==> config.mk <==
export PLATFORM = sky130hd
export DESIGN_NAME = thg_gate
export DESIGN_NICKNAME = d
export VERILOG_FILES = /design/src/include/thg_pkg.sv /design/src/include/thg_if.sv /design/src/design/thg_fifo2.sv /design/src/design/thg_gate.sv
export SDC_FILE = /design/constraint.sdc
export NUM_CORES = 1
export LEC_CHECK = 0
export BUFFER_PORTS_ARGS = -buffer_cell sky130_fd_sc_hd__buf_2
export CORE_MARGIN = 1.5
export CORE_UTILIZATION = 50
export CTS_CLUSTER_SIZE = 8
export DETAILED_ROUTE_END_ITERATION = 10
export PLACE_DENSITY = 0.68
export SLEW_MARGIN = 30
export SYNTH_ARGS = -nofsm -noshare
export SYNTH_HDL_FRONTEND = slang
export SYNTH_SLANG_ARGS = --single-unit
==> constraint.sdc <==
create_clock -name clk -period 3.1 [get_ports clk]
set_input_delay 0.62 -clock clk [delete_from_list [all_inputs] [get_ports clk]]
set_output_delay 0.62 -clock clk [all_outputs]
set_load 0.05 [all_outputs]
==> src/include/thg_pkg.sv <==
package thg_pkg;
  // word and test window sizes
  localparam int WORD_W = 16;
  localparam int WIN_BITS = 256;
  localparam int ONES_MIN = 96;
  localparam int ONES_MAX = 160;
  localparam int REP_LIMIT = 32;
  localparam int FIFO_DEPTH = 2;
  // values after reset
  localparam logic RST_FLAG = 1'h0;

  typedef enum logic [1:0] {
    ST_IDLE = 2'b00,
    ST_TEST = 2'b01,
    ST_RUN  = 2'b10,
    ST_FAIL = 2'b11
  } thg_state_t;
endpackage

==> src/include/thg_if.sv <==
`timescale 1ns/100ps
// word path from the health gate into the two-entry buffer and out again
interface thg_if #(parameter int WIDTH = 16) ();
  logic inValid;
  logic inReady;
  logic [WIDTH-1:0] inData;
  logic outValid;
  logic outReady;
  logic [WIDTH-1:0] outData;
  logic flush;

  modport feed (output inValid, input inReady, output inData,
                input outValid, output outReady, input outData, output flush);
  modport store (input inValid, output inReady, input inData,
                 output outValid, input outReady, output outData, input flush);
endinterface

==> src/design/thg_fifo2.sv <==
`timescale 1ns/100ps
// two-entry buffer; a stalled reader fills it and then holds off the writer
module thg_fifo2 #(
  parameter int WIDTH = 16,
  parameter int DEPTH = 2
) (
  input wire logic clk,
  input wire logic rst_n,
  thg_if.store port
);
  import thg_pkg::*;

  localparam int PW = (DEPTH > 1) ? $clog2(DEPTH) : 1;
  logic [WIDTH-1:0] mem [DEPTH];
  logic [PW-1:0] wrPtr;
  logic [PW-1:0] rdPtr;
  logic [PW:0] count;

  // handshake decode
  wire doWrite = port.inValid && port.inReady;
  wire doRead = port.outValid && port.outReady;
  assign port.inReady = (count != (PW+1)'(DEPTH)) && !port.flush;
  assign port.outValid = (count != '0) && !port.flush;
  assign port.outData = mem[rdPtr];

  // pointer wrap, used by both pointers
  function automatic logic [PW-1:0] bump(input logic [PW-1:0] p);
    bump = (p == PW'(DEPTH - 1)) ? '0 : PW'(p + 1'b1);
  endfunction

  // pointers and fill level; flush drops whatever is held
  always_ff @(posedge clk) begin
    if (!rst_n || port.flush) begin
      wrPtr <= '0;
      rdPtr <= '0;
      count <= '0;
    end else begin
      if (doWrite) wrPtr <= bump(wrPtr);
      if (doRead) rdPtr <= bump(rdPtr);
      count <= count + (PW+1)'(doWrite) - (PW+1)'(doRead);
    end
  end

  // storage needs no reset; it is never read while empty
  always_ff @(posedge clk) begin
    if (doWrite) mem[wrPtr] <= port.inData;
  end
endmodule

==> src/design/thg_gate.sv <==
`timescale 1ns/100ps
// How it works
// - start-up runs stuck-source check before use
// - after total failure, no words delivered
// - failure in operation flushes pending words
// - ones-count window test at start and always
// - no output until start-up window passes
// - bad window stops output at once
// - every window ends within fixed bit count
// - each delivered number is sixteen bits
// - test request reruns the gating test window
// - done and pass flags report test result
// - any failure raises error, stops source
module thg_gate #(
  parameter int WIN = thg_pkg::WIN_BITS,
  parameter int ONES_LO = thg_pkg::ONES_MIN,
  parameter int ONES_HI = thg_pkg::ONES_MAX,
  parameter int REP = thg_pkg::REP_LIMIT
) (
  input wire logic clk,
  input wire logic rst_n,
  input wire logic genStart,
  input wire logic testReq,
  input wire logic rawBit,
  input wire logic rawValid,
  output logic rawReady,
  input wire logic numReady,
  output logic [thg_pkg::WORD_W-1:0] numData,
  output logic numValid,
  output logic srcEnable,
  output logic testDone,
  output logic testPass,
  output logic errTotal,
  output logic errDefect
);
  import thg_pkg::*;

  localparam int BW = $clog2(WIN);
  localparam int OW = $clog2(WIN + 1);
  localparam int RW = $clog2(REP + 1);
  localparam int CW = $clog2(WORD_W);

  thg_state_t state;
  thg_state_t next_state;
  logic lastBit;
  logic [RW-1:0] runLen;
  logic [BW-1:0] bitCnt;
  logic [OW-1:0] onesCnt;
  logic [WORD_W-1:0] shiftWord;
  logic [CW-1:0] wordCnt;
  logic wordFull;

  thg_if #(.WIDTH(WORD_W)) link ();

  thg_fifo2 #(.WIDTH(WORD_W), .DEPTH(FIFO_DEPTH)) u_buf (
    .clk(clk),
    .rst_n(rst_n),
    .port(link.store)
  );

  // window verdict, used by the state logic and by the checks
  function automatic logic windowBad(input logic [OW-1:0] ones);
    windowBad = (ones < OW'(ONES_LO)) || (ones > OW'(ONES_HI));
  endfunction

  // raw bits are taken only while running and no finished word waits
  wire running = (state == ST_TEST) || (state == ST_RUN);
  assign rawReady = running && !wordFull;
  wire takeBit = rawValid && rawReady;
  wire repHit = takeBit && (runLen != '0) && (rawBit == lastBit)
                && (runLen == RW'(REP - 1));
  wire winEnd = takeBit && (bitCnt == BW'(WIN - 1));
  wire [OW-1:0] onesNow = onesCnt + OW'(rawBit);
  wire winFail = winEnd && windowBad(onesNow);
  wire enterTest = (next_state == ST_TEST) && (state != ST_TEST);
  wire wordDone = takeBit && (state == ST_RUN) && (wordCnt == CW'(WORD_W - 1));

  // state transitions; failure outranks every other event
  always_comb begin
    next_state = state;
    case (state)
      ST_IDLE: begin
        if (genStart) next_state = ST_TEST;
      end
      ST_TEST, ST_RUN: begin
        if (repHit || winFail) next_state = ST_FAIL;
        else if (!genStart) next_state = ST_IDLE;
        else if (state == ST_TEST && winEnd) next_state = ST_RUN;
        else if (state == ST_RUN && testReq) next_state = ST_TEST;
      end
      ST_FAIL: begin
        // shut down until software drops the start request
        if (!genStart) next_state = ST_IDLE;
      end
      default: next_state = ST_IDLE;
    endcase
  end

  always_ff @(posedge clk) begin
    if (!rst_n) state <= ST_IDLE;
    else state <= next_state;
  end

  // run length of identical bits, restarted with each test
  always_ff @(posedge clk) begin
    if (!rst_n || enterTest) begin
      runLen <= '0;
      lastBit <= RST_FLAG;
    end else if (takeBit) begin
      lastBit <= rawBit;
      runLen <= (rawBit == lastBit && runLen != '0) ? RW'(runLen + 1'b1) : RW'(1);
    end
  end

  // ones count over back-to-back windows, never idle while running
  always_ff @(posedge clk) begin
    if (!rst_n || enterTest) begin
      bitCnt <= '0;
      onesCnt <= '0;
    end else if (winEnd) begin
      bitCnt <= '0;
      onesCnt <= '0;
    end else if (takeBit) begin
      bitCnt <= BW'(bitCnt + 1'b1);
      onesCnt <= onesNow;
    end
  end

  // sixteen raw bits make one word; only assembled in ST_RUN, not during a test
  always_ff @(posedge clk) begin
    if (!rst_n || state != ST_RUN) begin
      shiftWord <= '0;
      wordCnt <= '0;
      wordFull <= 1'b0;
    end else begin
      if (takeBit) begin
        shiftWord <= {shiftWord[WORD_W-2:0], rawBit};
        wordCnt <= CW'(wordCnt + 1'b1);
      end
      if (wordDone) wordFull <= 1'b1;
      else if (link.inReady) wordFull <= 1'b0;
    end
  end

  // a word that would complete on the failing bit is never pushed
  assign link.inValid = wordFull && (state == ST_RUN);
  assign link.inData = shiftWord;
  // anything buffered is discarded once output is gated
  assign link.flush = (state != ST_RUN);
  assign link.outReady = numReady && (state == ST_RUN);

  // valid only in the passed, running state
  assign numValid = link.outValid && (state == ST_RUN);
  assign numData = link.outData;
  // source runs only while testing or delivering
  assign srcEnable = running;

  // status flags; a start clears them, hardware events set them
  always_ff @(posedge clk) begin
    if (!rst_n) begin
      testDone <= RST_FLAG;
      testPass <= RST_FLAG;
      errTotal <= RST_FLAG;
      errDefect <= RST_FLAG;
    end else begin
      if (repHit) errTotal <= 1'b1;
      else if (enterTest && state == ST_IDLE) errTotal <= 1'b0;
      if (winFail) errDefect <= 1'b1;
      else if (enterTest && state == ST_IDLE) errDefect <= 1'b0;
      if (repHit || (state == ST_TEST && winEnd)) testDone <= 1'b1;
      else if (enterTest) testDone <= 1'b0;
      if (state == ST_TEST && winEnd && !repHit && !winFail) testPass <= 1'b1;
      else if (enterTest || repHit || winFail) testPass <= 1'b0;
    end
  end

  // bits since last verdict; kept apart from the window counter so a
  // broken window end shows up instead of wrapping silently
  logic [15:0] sinceVerdict;
  always_ff @(posedge clk) begin
    if (!rst_n || enterTest || winEnd) sinceVerdict <= '0;
    else if (takeBit) sinceVerdict <= sinceVerdict + 16'h1;
  end
endmodule

==> results.yml, run 1 <==
job:
  cap_viol_max_count: 0
finish:
  syn_to_final_growth_pct: 11.0
  multiInputGateArea_mm2: 0.00164
  n_antenna_cell: 0
  utilization_pct: 58.2
  layout.nets: 428
  seqCellArea_mm2: 0.00208
  num-fill-cells: 644
  drive_gt1_share_pct: 17.9
setup_path:
  start_kind: "register"
  path_class: "register to register"
  reg2reg_to: "runLen[0]"
  crit_arrival_ns: 3.00
  rr_worst_depth: 8
  reg2reg_from: "state[0]"
  cp_max_fo: 24
  cp.required_ns: 3.37
  worstSetupEndpointType: "register"
  worstSetupStartpoint: "state[0]"
  reg2reg_slack_ns: 0.37
clocking:
  cts.path.max_buffers: 2
  postCtsSetupBuffers: 0
  cts_buffers: 9
  clkLatencyLatePin_ns: 0.34
  cts_hold_buf: 0
  numClockSinks: 88
  post_cts_resize_count: 0
  cts_root_buf: "clkbuf_8"
  cts_tree: "built"
  cts_max_level: 3
  clk_pin_slew_ns: 0.09
outcome:
  status: "complete, no violations"
timing:
  rsz0062_at_grt: "no"
  slew_viol_final: 0
  min_period_ns: 2.73
  tightest_slew_ns: 0.815
  post-route-period-util_pct: 88.1
  relSlewSlack_pct: 45.5
  hold_viol_final: 0
  finalSetupViolCount: 0
  finClkSkew_ns: 0.0108
  setup-tns-final_ns: 0
  max_freq_mhz: 366
yosys:
  yosys.area.top_type: "dfxtp_1"
  yosysSeqAreaShare_pct: 54.1
  yosys_warnings: 0
  ys_top_cells_by_area: "dfxtp_1 (29%), edfxtp_1 (25%), nand2_1 (5.3%)"
  async_reset_ff_share_pct: 0
  avgSynthCellArea_um2: 10.2
  syn_nets: 397
  syn_inst: 377
  synth_common_cells: "dfxtp_1 (56), nand2_1 (54), nor2_1 (33)"
  ys_seq_elements: 88
  ys_types: 46
  synth.top_cell.area_share_pct: 29.1
  syn-cell-area_mm2: 0.00385
  synth-edff-count: 32
  yosysMostFrequentCell: "dfxtp_1"
  synth_flop_cell: "dfxtp_1"
power_and_ir_drop:
  p_per_area_mw_per_mm2: 467
  max-vdd-ir-drop_v: 0.000197
  p_leak_nw: 1.42
global_routing:
  grt_max_degree: 26
  track_usage_pct: 17.7
  overflow: 0
  antenna_found_initial: 0
  grt_first_pass_wirelength_mm: 11.7
  grt_pass1_vias: 2578
routing:
  drtPass1Iterations: 4
  drtAntennaViolNets: 0
  wire_per_inst_um: 13.2
  drc: 0
  vias: 2699
  viasPerCell: 5.27
  drt-total-wl_mm: 6.76
  drtIter0Drc: 153
placed_design:
  dpl.hpwl_mm: 4.51
  port-buffer-count: 29
  gp_congestion: 0.867
floorplanning:
  core-area_mm2: 0.00733
  die_area_mm2: 0.00823
  start_util_pct: 52.5
  die_y_um: 90.7
  row_count: 31
  io_pins: 30
  die_x_um: 90.7
min_path:
  min_to: "testDone"
  hold_depth: 2
  worstHoldStart: "testDone"
  hold_class: "register to register"
-- critical path, stage by stage (launching register included) --
cell and delay [ns]:
dfxtp_1 0.40, inv_1 0.11, ha_1 0.39, nand3b_4 0.23, a311o_1 0.36, or4_4 0.53
o2111ai_2 0.13, nand2_4 0.23, a211oi_1 0.26
-- through the flow --
step	hold WS [ns]	setup slack [ns]	power, mW	std cells	instance area [um2]
after global routing	0.489	0.181	2.07	512	4270
final	0.457	0.368	1.99	512	4270
after global placement	0.437	0.280	1.30	496	4090
after floorplan	0.425	0.0554	1.29	377	3850
after CTS	0.460	0.368	2.02	512	4270
after detailed placement	0.444	0.154	1.31	496	4090
-- cells in the final DEF, fill, tap and decap left out, types with 9 or more instances in the layout --
cell type  count
clkbuf_8       9
buf_2         29
a21oi_1       29
xnor2_1       14
xor2_1         9
edfxtp_1      32
nand2_1       54
nor2_1        33
dfxtp_1       56
inv_1         13
nand3_1       12
nor3_1        19
mux2_2        16
ha_1          13
o21ai_0       11
-- metal layers --
layer	global-route usage, %	vias up	wire (um)
li1	-	1381	-
met1	22.2	1255	3170
met2	29.3	55	3240
met3	4.71	8	280
met4	6.22	0	77
met5	0	-	0
-- report_power, final --
group / switching (mW) / internal [mW]
clock: 0.413 / 0.303
combinational: 0.0624 / 0.0250
sequential: 0.00248 / 1.19
-- logic make-up after synthesis --
family                   Yosys count  synth area share, %
AO/OA/AOI/OAI                     58                 9.08
XOR/XNOR                          23                 5.24
adder cells (fa/ha/maj)           13                 4.23
buffers and inverters             28                 3.12
flip-flops                        88                 54.1
multiplexers                      19                 5.47
AND/OR/NAND/NOR                  148                 18.7
-- layout make-up --
type,count,area share [%]
flip-flops and latches,88,48.8
well taps,99,2.90
clock buffers,10,2.99
inverters,13,1.14
repair buffers,35,4.46
clock inverters,6,1.20
multi-input cells,261,38.5
-- registers in the layout, summed over array words and instances, names as in the netlist, 2 cells and up, named ones only --
register / count
state: 2
bitCnt: 8
onesCnt: 9
wordCnt: 4
link.inData: 16
runLen: 6
u_buf.count: 2
u_buf.mem: 32
-- how the worst max path moves through the flow --
stage	end	slack, ns
after floorplan	bitCnt[7]	0.06
after global placement	runLen[0]	0.28
after detailed placement	bitCnt[3]	0.15
after CTS	runLen[0]	0.37
after global routing	runLen[0]	0.18
final	runLen[0]	0.37
Power figures use the tool's default switching activity.
==> inputs of run 2 (changes only) <==
--- a/config.mk
+++ b/config.mk
@@ -5,6 +5,7 @@
 export SDC_FILE = /design/constraint.sdc
 export NUM_CORES = 1
 export LEC_CHECK = 0
+export ABC_AREA = 1
 export BUFFER_PORTS_ARGS = -buffer_cell sky130_fd_sc_hd__buf_2
 export CORE_MARGIN = 1.5
 export CORE_UTILIZATION = 50
==> results.yml, run 2 <==
finish:
  final_cell_mix: "nand2_1 (100), dfxtp_1 (56), inv_1 (39)"
  post-route-cell-area_mm2: 0.00430
  largest_reg_flops: 32
  fin_cells: 550
  drive_gt1_share_pct: 20.0
  num-fill-cells: 653
  syn_to_final_growth_pct: 11.4
  utilization_pct: 58.3
  layout.nets: 466
  top_register: "u_buf.mem"
  final_common_cell: "nand2_1"
  n_antenna_cell: 0
clocking:
  clkLatencyLatePin_ns: 0.35
  cts.path.max_buffers: 2
  cts_buffers: 9
  clk_pin_slew_ns: 0.09
  cts_tree: "built"
  postCtsSetupBuffers: 0
  cts_root_buf: "clkbuf_8"
  cts_max_level: 3
  numClockSinks: 88
floorplanning:
  core-area_mm2: 0.00737
  row_count: 31
  die_y_um: 90.8
  die_x_um: 90.8
  start_util_pct: 52.3
  io_pins: 30
  die_area_mm2: 0.00825
routing:
  viasPerCell: 5.00
  drtAntennaViolNets: 0
  drtIter0Drc: 93
  wire_per_inst_um: 11.5
  drt-total-wl_mm: 6.35
  drtPass1Iterations: 4
  vias: 2750
  drc: 0
yosys:
  syn_inst: 413
  ys_types: 36
  yosys_warnings: 0
  yosysMostFrequentCell: "nand2_1"
  syn_nets: 433
  avgSynthCellArea_um2: 9.34
  async_reset_ff_share_pct: 0
  syn-cell-area_mm2: 0.00386
  ys_seq_elements: 88
  ys_top_cells_by_area: "dfxtp_1 (29%), edfxtp_1 (25%), nand2_1 (9.7%)"
  synth-edff-count: 32
  yosysSeqAreaShare_pct: 54.0
  synth_common_cells: "nand2_1 (100), dfxtp_1 (56), inv_1 (39)"
  synth.top_cell.area_share_pct: 29.1
  synth_flop_cell: "dfxtp_1"
  yosys.area.top_type: "dfxtp_1"
timing:
  setup-tns-final_ns: 0
  hold_viol_final: 0
  max_freq_mhz: 359
  relSlewSlack_pct: 43.2
  slew_viol_final: 0
  min_period_ns: 2.79
  post-route-period-util_pct: 90.0
  finalSetupViolCount: 0
  tightest_slew_ns: 0.850
  rsz0062_at_grt: "no"
  finClkSkew_ns: 0.0142
global_routing:
  grt_pass1_vias: 2453
  track_usage_pct: 16.0
  overflow: 0
  grt_first_pass_wirelength_mm: 10.7
  antenna_found_initial: 0
  grt_max_degree: 30
setup_path:
  cpMostUsedCell: "nand2_1"
  worstSetupStartpoint: "state[1]"
  cp.required_ns: 3.37
  path_delay_family: "simple AND/OR/NAND/NOR gates"
  path_depth: 15
  path_buf_inv: 2
  reg2reg_to: "onesCnt[5]"
  cpPeakStageDelay_ns: 0.43
  cp_max_fo: 16
  reg2reg_from: "state[1]"
  reg2reg_slack_ns: 0.31
  path_class: "register to register"
  crit_arrival_ns: 3.06
  worstSetupEndpointType: "register"
  endpoint: "onesCnt[5]"
  rr_worst_depth: 15
  crit_chain: "inv_1, ha_1, nand3_4, nor3_4, inv_2, nor2_4, nand2_1, a21o_1, nand3_1, nand2_1, nand2_1, a21oi_4, nand2_4, nand3b_4, a21oi_1"
  crit_path_top_delay_cell: "ha_1"
  start_kind: "register"
min_path:
  hold_depth: 2
  hold_class: "register to register"
power_and_ir_drop:
  max-vdd-ir-drop_v: 0.000276
  p_leak_nw: 1.48
  p_per_area_mw_per_mm2: 476
placed_design:
  port-buffer-count: 29
  gp_congestion: 0.909
  dpl.hpwl_mm: 4.35
  place_area_mm2: 0.00411
  place_inst: 534
outcome:
  status: "complete, no violations"
job:
  cap_viol_max_count: 0
==> run 2: cell count changes in the layout (fill, tap and decap cells not counted), sizes merged, moves of 6 or more <==
cell,before,now
nand3,12,18
nor2,33,41
a21oi,29,35
nand2,55,103
xnor2,14,3
inv,16,44
nor3,21,6
==> run 2: where the power goes <==
group          switching, mW  internal (mW)  leakage [nW]
logic                 0.0877         0.0358         0.710
clock network          0.417          0.305        0.0883
registers            0.00678           1.19         0.682
==> run 2: per-layer routing <==
| metal | vias to the layer above | wire, um | GRT usage (%) |
|---|---|---|---|
| li1 | 1429 | - | - |
| met4 | 0 | 65 | 5.47 |
| met3 | 7 | 156 | 3.03 |
| met5 | - | 0 | 0 |
| met1 | 1275 | 3020 | 19.2 |
| met2 | 39 | 3110 | 28.6 |
==> run 2: per-stage QoR <==
| step | power, mW | worst slack [ns] | hold WS (ns) |
|---|---|---|---|
| finish | 2.05 | 0.311 | 0.465 |
| CTS | 2.07 | 0.249 | 0.472 |
| global route | 2.13 | 0.0350 | 0.485 |
| global placement | 1.35 | 0.298 | 0.440 |
| detailed placement | 1.35 | 0.204 | 0.451 |
| floorplan | 1.33 | 0.345 | 0.426 |
==> run 2: area by class of cell <==
| type | count | area, um2 | share of cell area (%) |
|---|---|---|---|
| flip-flops and latches | 88 | 2080 | 48.5 |
| multi-input cells | 272 | 1570 | 36.6 |
| repair buffers | 35 | 190 | 4.43 |
| inverters | 40 | 150 | 3.50 |
| clock buffers | 10 | 128 | 2.97 |
| well taps | 99 | 124 | 2.88 |
| clock inverters | 6 | 51.3 | 1.19 |
==> run 2: repair_timing <==
item                                    CTS  global route
endpoints found under the setup margin    0             1
gates resized for setup                   0             1
hold buffers                              0             0
==> run 2: tightest hold or removal path, delay by kind of cell (launching register included) <==
family	cells	cell delay [ns]
flops	1	0.32
simple gates	1	0.06
compound gates	1	0.05
==> run 2: cell families after synthesis <==
family | share of synthesized area (%)
and+or+nand+nor | 21.5
DFF | 54.0
buffers and inverters | 5.45
AOI/OAI and AO/OA | 7.85
muxes | 4.67
adders and majority gates | 4.22
xor gates and xnor gates | 2.27
==> run 2: how the worst min path moves through the flow <==
stage,from,end
after detailed placement,link.inData[15],u_buf.mem[1][15]
final,errTotal,errTotal
after floorplan,link.inData[15],u_buf.mem[0][15]
after CTS,errTotal,errTotal
after global placement,link.inData[15],u_buf.mem[0][15]
after global routing,link.inData[15],u_buf.mem[0][15]
